==> config.mk <==
export PLATFORM = sky130hd
export DESIGN_NAME = dfci_top
export DESIGN_NICKNAME = d
export VERILOG_FILES = /design/src/dfci_pkg.sv /design/src/dfci_handshake.sv /design/src/dfci_nv_writer.sv /design/src/dfci_top.sv
export SDC_FILE = /design/constraint.sdc
export NUM_CORES = 1
export LEC_CHECK = 0
export BUFFER_PORTS_ARGS = -buffer_cell sky130_fd_sc_hd__buf_2
export CORE_MARGIN = 5
export CORE_UTILIZATION = 30
export CTS_CLUSTER_SIZE = 8
export DETAILED_ROUTE_END_ITERATION = 8
export GPL_ROUTABILITY_DRIVEN = 1
export PLACE_DENSITY = 0.57
export RECOVER_POWER = 25
export SKIP_LAST_GASP = 1
export SLEW_MARGIN = 20
export SYNTH_ARGS = -nofsm -noshare
export SYNTH_HDL_FRONTEND = slang
export SYNTH_HIERARCHICAL = 1
export SYNTH_SLANG_ARGS = --single-unit
==> constraint.sdc <==
create_clock -name clk -period 1.5 [get_ports clk]
set_input_delay 0 -clock clk [delete_from_list [all_inputs] [get_ports clk]]
set_output_delay 0 -clock clk [all_outputs]
set_load 0.05 [all_outputs]
==> src/dfci_pkg.sv <==
// shared constants and carriers for the fieldbus command interpreter
package dfci_pkg;

  // instruction codes, data keys and selector values
  localparam logic [7:0]  INSTR_RD_ACCEL   = 8'h07;
  localparam logic [7:0]  INSTR_FAULT_RD   = 8'h74;
  localparam logic [7:0]  INSTR_WR_ACCEL   = 8'h87;
  localparam logic [7:0]  INSTR_OPMODE_WR  = 8'hFB;
  localparam logic [7:0]  INSTR_RESET      = 8'hFD;
  localparam logic [15:0] DATA_NET_OP      = 16'h0000;
  localparam logic [15:0] DATA_RESET_KEY   = 16'h9696;
  localparam logic [15:0] MON_OUT_FREQ     = 16'h0001;
  localparam logic [7:0]  EXT_PAGE_BASE    = 8'h00;
  localparam logic [7:0]  COMM_RESET_ANY   = 8'h00;
  localparam logic [7:0]  STARTUP_EXTERNAL = 8'h00;

  // reply codes
  localparam logic [15:0] REPLY_OK         = 16'h0000;
  localparam logic [15:0] REPLY_BAD_CODE   = 16'h0001;
  localparam logic [15:0] REPLY_BAD_MODE   = 16'h0002;
  localparam logic [15:0] REPLY_BAD_DATA   = 16'h0003;

  // reset values
  localparam logic [15:0] ACCEL_RST        = 16'h0032;
  localparam logic [15:0] FREQ_RST         = 16'h0000;

  // request bits from the master
  typedef struct packed {
    logic freq_set_cmd_volatile;
    logic freq_set_cmd_nonvolatile;
    logic instr_exec_request;
    logic error_reset_request;
  } dfci_req_s;

  // words written by the master
  typedef struct packed {
    logic [15:0] monitor_code;
    logic [15:0] set_freq;
    logic [15:0] instr_code_word;
    logic [15:0] instr_data_word;
  } dfci_wr_s;

  // completion bits to the master
  typedef struct packed {
    logic freq_set_done_volatile;
    logic freq_set_done_nonvolatile;
    logic instr_exec_done;
    logic error_reset_done;
  } dfci_done_s;

  typedef enum logic [1:0] {ST_IDLE, ST_BUSY, ST_DONE} dfci_hs_e;

endpackage : dfci_pkg

==> src/dfci_handshake.sv <==
// request/acknowledge handshake for one request bit
`timescale 1ns/1ps
module dfci_handshake
  import dfci_pkg::*;
(
  input  wire logic clk,
  input  wire logic sys_rst,
  input  wire logic req,
  input  wire logic finished,
  output logic      start,
  output logic      done
);

  typedef struct packed {
    dfci_hs_e st;
    logic     done;
  } dfci_hs_state_s;

  dfci_hs_state_s s_q;
  dfci_hs_state_s s_d;

  // start fires once per rising request; done holds until request drops
  always_comb
  begin
    s_d   = s_q;
    start = 1'b0;
    unique case (s_q.st)
      ST_IDLE:
      begin
        if (req)
        begin
          start  = 1'b1;
          s_d.st = ST_BUSY;
        end
      end
      ST_BUSY:
      begin
        if (finished)
        begin
          s_d.st   = ST_DONE;
          s_d.done = 1'b1;
        end
      end
      ST_DONE:
      begin
        if (!req)
        begin
          s_d.st   = ST_IDLE;
          s_d.done = 1'b0;
        end
      end
    endcase
  end

  // state register
  always_ff @(posedge clk)
  begin
    if (sys_rst)
      s_q <= '{st: ST_IDLE, done: 1'b0};
    else
      s_q <= s_d;
  end

  assign done = s_q.done;

endmodule : dfci_handshake

==> src/dfci_nv_writer.sv <==
// one-shot writer to non-volatile frequency storage
`timescale 1ns/1ps
module dfci_nv_writer
  import dfci_pkg::*;
(
  input  wire logic        clk,
  input  wire logic        sys_rst,
  input  wire logic        start,
  input  wire logic [15:0] value,
  output logic             nv_wr_stb,
  output logic [15:0]      nv_wr_data,
  output logic             finished
);

  typedef struct packed {
    logic        stb;
    logic [15:0] data;
  } dfci_nv_state_s;

  dfci_nv_state_s s_q;
  dfci_nv_state_s s_d;

  // value captured only at start; later changes are never written
  always_comb
  begin
    s_d     = s_q;
    s_d.stb = start;
    if (start)
      s_d.data = value;
  end

  // state register
  always_ff @(posedge clk)
  begin
    if (sys_rst)
      s_q <= '{stb: 1'b0, data: FREQ_RST};
    else
      s_q <= s_d;
  end

  assign nv_wr_stb  = s_q.stb;
  assign nv_wr_data = s_q.data;
  assign finished   = s_q.stb;

endmodule : dfci_nv_writer

==> src/dfci_top.sv <==
// fieldbus command interpreter inside the inverter
`timescale 1ns/1ps
module dfci_top
  import dfci_pkg::*;
(
  input  wire logic        clk,
  input  wire logic        sys_rst,
  input  wire dfci_req_s   req,
  input  wire dfci_wr_s    wr,
  input  wire logic [7:0]  link_ext_setting,
  input  wire logic [7:0]  comm_reset_select,
  input  wire logic [7:0]  comm_startup_mode_select,
  input  wire logic        inverter_error,
  input  wire logic [15:0] output_freq,
  input  wire logic [7:0]  fault_record_1,
  input  wire logic [7:0]  fault_record_2,
  output dfci_done_s       done,
  output logic [15:0]      monitor_value,
  output logic [15:0]      read_data,
  output logic [15:0]      reply_code,
  output logic             net_op_mode,
  output logic [15:0]      accel_time_param,
  output logic [15:0]      freq_ram,
  output logic             nv_wr_stb,
  output logic [15:0]      nv_wr_data,
  output logic             inverter_reset
);

  // whole module state in one struct
  typedef struct packed {
    logic [15:0] monitor_value;
    logic [15:0] read_data;
    logic [15:0] reply_code;
    logic        net_op_mode;
    logic [15:0] accel_time_param;
    logic [15:0] freq_ram;
    logic        inverter_reset;
    logic        instr_fin;
    logic        vol_fin;
    logic        err_fin;
    dfci_done_s  done;
  } dfci_top_state_s;

  dfci_top_state_s s_q;
  dfci_top_state_s s_d;

  logic instr_start;
  logic vol_start;
  logic nv_start;
  logic err_start;
  logic nv_fin;
  logic instr_done;
  logic vol_done;
  logic nv_done;
  logic err_done;
  logic [15:0] nv_data;

  // one handshake per request bit
  dfci_handshake u_hs_instr (
    .clk      (clk),
    .sys_rst  (sys_rst),
    .req      (req.instr_exec_request),
    .finished (s_q.instr_fin),
    .start    (instr_start),
    .done     (instr_done)
  );

  dfci_handshake u_hs_vol (
    .clk      (clk),
    .sys_rst  (sys_rst),
    .req      (req.freq_set_cmd_volatile),
    .finished (s_q.vol_fin),
    .start    (vol_start),
    .done     (vol_done)
  );

  dfci_handshake u_hs_nv (
    .clk      (clk),
    .sys_rst  (sys_rst),
    .req      (req.freq_set_cmd_nonvolatile),
    .finished (nv_fin),
    .start    (nv_start),
    .done     (nv_done)
  );

  dfci_handshake u_hs_err (
    .clk      (clk),
    .sys_rst  (sys_rst),
    .req      (req.error_reset_request),
    .finished (s_q.err_fin),
    .start    (err_start),
    .done     (err_done)
  );

  // storage write happens once at the rising edge only
  dfci_nv_writer u_nv (
    .clk        (clk),
    .sys_rst    (sys_rst),
    .start      (nv_start),
    .value      (wr.set_freq),
    .nv_wr_stb  (nv_wr_stb),
    .nv_wr_data (nv_data),
    .finished   (nv_fin)
  );

  // instruction decode, frequency set and reset gating
  always_comb
  begin
    s_d                = s_q;
    s_d.instr_fin      = 1'b0;
    s_d.vol_fin        = 1'b0;
    s_d.err_fin        = 1'b0;
    s_d.inverter_reset = 1'b0;
    s_d.done.freq_set_done_volatile    = vol_done;
    s_d.done.freq_set_done_nonvolatile = nv_done;
    s_d.done.instr_exec_done           = instr_done;
    s_d.done.error_reset_done          = err_done;

    // monitor refreshes every cycle, raw 0.01 Hz count
    if (wr.monitor_code == MON_OUT_FREQ)
      s_d.monitor_value = output_freq;
    else
      s_d.monitor_value = 16'h0000;

    // volatile set: word already in 0.01 Hz units
    if (vol_start)
    begin
      s_d.freq_ram = wr.set_freq;
      s_d.vol_fin  = 1'b1;
    end
    // non-volatile path writes RAM too, same captured value
    if (nv_start)
      s_d.freq_ram = wr.set_freq;

    // code taken from third word, data from fourth
    if (instr_start)
    begin
      s_d.instr_fin  = 1'b1;
      s_d.reply_code = REPLY_OK;
      unique case (wr.instr_code_word[7:0])
        INSTR_OPMODE_WR:
        begin
          if (wr.instr_data_word == DATA_NET_OP)
            s_d.net_op_mode = 1'b1;
          else
            s_d.reply_code = REPLY_BAD_DATA;
        end
        INSTR_RD_ACCEL:
        begin
          // page must be the base page for low-numbered parameters
          if (link_ext_setting == EXT_PAGE_BASE)
            s_d.read_data = s_q.accel_time_param;
          else
            s_d.reply_code = REPLY_BAD_CODE;
        end
        INSTR_WR_ACCEL:
        begin
          if (link_ext_setting == EXT_PAGE_BASE)
            s_d.accel_time_param = wr.instr_data_word;
          else
            s_d.reply_code = REPLY_BAD_CODE;
        end
        INSTR_FAULT_RD:
          s_d.read_data = {fault_record_2, fault_record_1};
        INSTR_RESET:
        begin
          if (wr.instr_data_word != DATA_RESET_KEY)
            s_d.reply_code = REPLY_BAD_DATA;
          else if (comm_startup_mode_select != STARTUP_EXTERNAL || s_q.net_op_mode)
            s_d.inverter_reset = 1'b1;
          else
            s_d.reply_code = REPLY_BAD_MODE;
        end
        default:
          s_d.reply_code = REPLY_BAD_CODE;
      endcase
    end

    // error reset bit: needs an error unless selection is zero
    if (err_start)
    begin
      s_d.err_fin = 1'b1;
      if (comm_reset_select == COMM_RESET_ANY)
        s_d.inverter_reset = 1'b1;
      else if (inverter_error)
        s_d.inverter_reset = 1'b1;
    end

    // a reset drops back to external mode unless startup selects network
    if (s_q.inverter_reset)
      s_d.net_op_mode = (comm_startup_mode_select != STARTUP_EXTERNAL);
  end

  // state register
  always_ff @(posedge clk)
  begin
    if (sys_rst)
    begin
      s_q                  <= '0;
      s_q.accel_time_param <= ACCEL_RST;
      s_q.freq_ram         <= FREQ_RST;
      s_q.reply_code       <= REPLY_OK;
    end
    else
      s_q <= s_d;
  end

  // outputs straight from flops
  assign done             = s_q.done;
  assign monitor_value    = s_q.monitor_value;
  assign read_data        = s_q.read_data;
  assign reply_code       = s_q.reply_code;
  assign net_op_mode      = s_q.net_op_mode;
  assign accel_time_param = s_q.accel_time_param;
  assign freq_ram         = s_q.freq_ram;
  assign nv_wr_data       = nv_data;
  assign inverter_reset   = s_q.inverter_reset;

endmodule : dfci_top

==> impl_metrics.ini <==
[run_status]
status = finished clean

[logic_synthesis]
ys_async_sr_fraction = 0
synth_top_family_by_area = simple AND/OR/NAND/NOR gates
synthAdderAreaFrac = 0.0298
seq_area_frac_synth = 0.413
netlist_instances = 527
synth_compound_area_frac = 0.0894
yosys.area.top_type = dfxtp_1
synth.most_common_cell = dfxtp_1
syn_area_um2 = 5040
synthTopCellsByCount = dfxtp_1, buf_4, nor2_1, mux2i_1, nand2_1
yosys_register_bits = 104
ys_types = 45
synth_xor_area_frac = 0
synth_top_flop_cell = dfxtp_1
synth.top_cell.area_share = 0.413
yosys_warnings = 6
synth_edf_count = 0
synthSimpleGateAreaFrac = 0.193
synth.area.top_cells = dfxtp_1, buf_4, mux2i_1
synthMuxAreaShare = 0.112
synth.avg_cell_area_um2 = 9.57

[place]
port_buffers = 207
dp.final_hpwl_mm = 9.85
dpl_worst_slack_ns = -0.396
place_inst = 905
gp_congestion = 0.795

[grt]
use_met2 = 0.236
antenna_found_initial = 1
busiest_layer = met2
use_met3 = 0.0480
overflow = 0
grt_max_degree = 80
grt_pass1_vias = 4253
grt_util_met1 = 0.170
grt_pass1_wl_mm = 22.1
grt_usage = 0.139

[sta]
clock-skew-final_ns = 0.00916
setup_viol = 0
finalHoldViolations = 0
finalCritPeriodShare = 0.998
slew_headroom = 0.566
fin_crit_ns = 1.50
fmax_mhz = 668
slew_violations = 0
fin_ws_ns = 0.00301
rsz0062_at_grt = yes
worst_slew_pin_slew_ns = 0.653

[clocking]
cts_root_buffer = clkbuf_16
cts_sinks = 104
clk_path_buf_depth = 2
clk_pin_slew_ns = 0.07
cts_tree = built
htree_num_levels = 3
cts_inserted_buffers = 9
insertion_delay_ns = 0.35

[critical_path]
worst-path-buf-inv = 2
crit_arrival_ns = 1.73
r2r_cells = 6
critPathTopFamily = multiplexers
cp-end-kind = flip-flop
crit_type = reg -> reg
r2r_slack_ns = 0.003
critPathLaunchType = flip-flop
cp_slowest_cell = mux2_1
max_stage_delay_ns = 0.34
path_cells = inv_2, ha_4, buf_4, nor2b_1, a211oi_2, mux2_1
cp_num_cells = 6
worstPathMaxFanout = 2
cp.required_ns = 1.73

[die]
num_rows = 47
die-area_um2 = 19500
fp.dieW_um = 140
ios = 230
core_um2 = 16500
start_util = 0.305
die_h_um = 140

[route]
drc = 0
vias = 4221
drt-pass1-iter-count = 4
ant_nets = 0
wire_per_inst_um = 14.3
viasPerCell = 4.27
drtIter0Drc = 85
finalWirelength_mm = 14.1

[hold_path]
min_path_type = in -> reg
whs_path_depth = 4

[job]
max_cap_violations = 0

[finish]
nNetsFinal = 903
instances_no_fill = 989
diodes = 0
syn_to_final_growth_pct = 41.7
layout-drive-gt1-share = 0.372

[pwr]
powerDensity_nw_per_um2 = 1220
peakVddDrop_uv = 903
power_leakage_nw = 3.11
sequential cells by signal (all words and copies together) (netlist names):
register,flops
done,4
s_q,3
reply_code,2
u_hs_vol/done,1
u_hs_vol/s_q,2
inverter_reset,1
read_data,16
monitor_value,16
net_op_mode,1
u_nv/nv_wr_data,16
u_hs_err/s_q,2
u_hs_err/done,1
u_hs_instr/done,1
accel_time_param,16
u_hs_instr/s_q,2
u_nv/finished,1
freq_ram,16
u_hs_nv/done,1
u_hs_nv/s_q,2
path summary, 6_finish.rpt:
kind                     startpoint                  end
setup / recovery  u_hs_instr/s_q[2]    u_hs_instr/s_q[1]
hold / removal                wr[0]  accel_time_param[0]
hold reg to reg         freq_ram[5]          freq_ram[5]
setup reg to reg  u_hs_instr/s_q[2]    u_hs_instr/s_q[1]
report_power, final:
part | leakage [nW] | switching (mW) | internal (mW) | total (mW)
Clock | 0.143 | 1.09 | 1.31 | 2.39
Combinational | 2.12 | 1.76 | 1.28 | 3.04
Sequential | 0.849 | 0.165 | 3.10 | 3.26
Total | 3.11 | 3.01 | 5.68 | 8.69
worst min-delay path, stage by stage:
cell     delay (ns)
buf_2          0.09
buf_4          0.10
mux2i_1        0.06
nor2_1         0.09
cells by family (layout without fill, tap and decap cells):
kind of cell / Yosys count / in the layout
AOI/OAI and AO/OA: 56 / 56
adders and majority gates: 12 / 12
buffers and inverters: 118 / 347
DFF: 104 / 104
muxes: 56 / 56
other: 1 / 14
and+or+nand+nor: 180 / 180
through the flow:
step / hold slack, ns / utilization / instance area [µm²] / power (mW) / setup TNS [ns]
after floorplan: 0.0691 / - / 5120 / 5.53 / 0
after global placement: 0.199 / 0.367 / 6060 / 6.12 / -1.66
after detailed placement: 0.203 / 0.367 / 6060 / 6.13 / -2.51
after CTS: 0.000577 / 0.430 / 7110 / 8.80 / -0.0123
after global routing: 0.0276 / 0.432 / 7140 / 9.26 / -1.21
final: 0.0272 / 0.432 / 7140 / 8.69 / 0
area by class of cell:
type	instances	area, µm²
multi-input cells	318	2280
inverters	14	52.6
flip-flops and latches	104	2090
clock buffers	10	229
fillers	1672	9380
clock inverters	6	68.8
well taps	220	275
repair buffers	317	2150
layout by cell type, fill, tap and decap left out, drive strengths merged, types with 2 or more instances in the layout:
| master | Yosys | routed |
|---|---|---|
| or4 | 4 | 4 |
| nor4b | 2 | 2 |
| dfxtp | 104 | 104 |
| or3 | 4 | 4 |
| mux2i | 52 | 52 |
| ha | 12 | 12 |
| dlygate4sd3 | 0 | 57 |
| nor2 | 62 | 62 |
| nor4 | 11 | 11 |
| a311oi | 2 | 2 |
| nor2b | 15 | 15 |
| mux2 | 4 | 4 |
| a21oi | 23 | 23 |
| nand2b | 6 | 6 |
| a211oi | 22 | 22 |
| clkinv | 0 | 3 |
| nand4 | 5 | 5 |
| nand2 | 39 | 39 |
| conb | 1 | 14 |
| inv | 14 | 15 |
| buf | 95 | 223 |
| and2 | 21 | 21 |
| clkbuf | 9 | 47 |
| or2b | 5 | 5 |
| o31ai | 4 | 4 |
| nor3 | 2 | 2 |
layer usage:
metal	vias to the layer above	wire (µm)
li1	2154	-
met1	1942	6170
met2	110	6870
met3	13	883
met4	2	152
met5	-	15
what timing repair did:
item / in CTS / in global routing
endpoints found under the hold margin: 72 / 0
hold buffers: 57 / 0
setup buffers: 5 / 2
endpoints found under the setup margin: 21 / 65
gates resized for setup: 12 / 17
pin swaps: 4 / 11
cloned: 3 / 2
(Power assumes the default switching activity.)
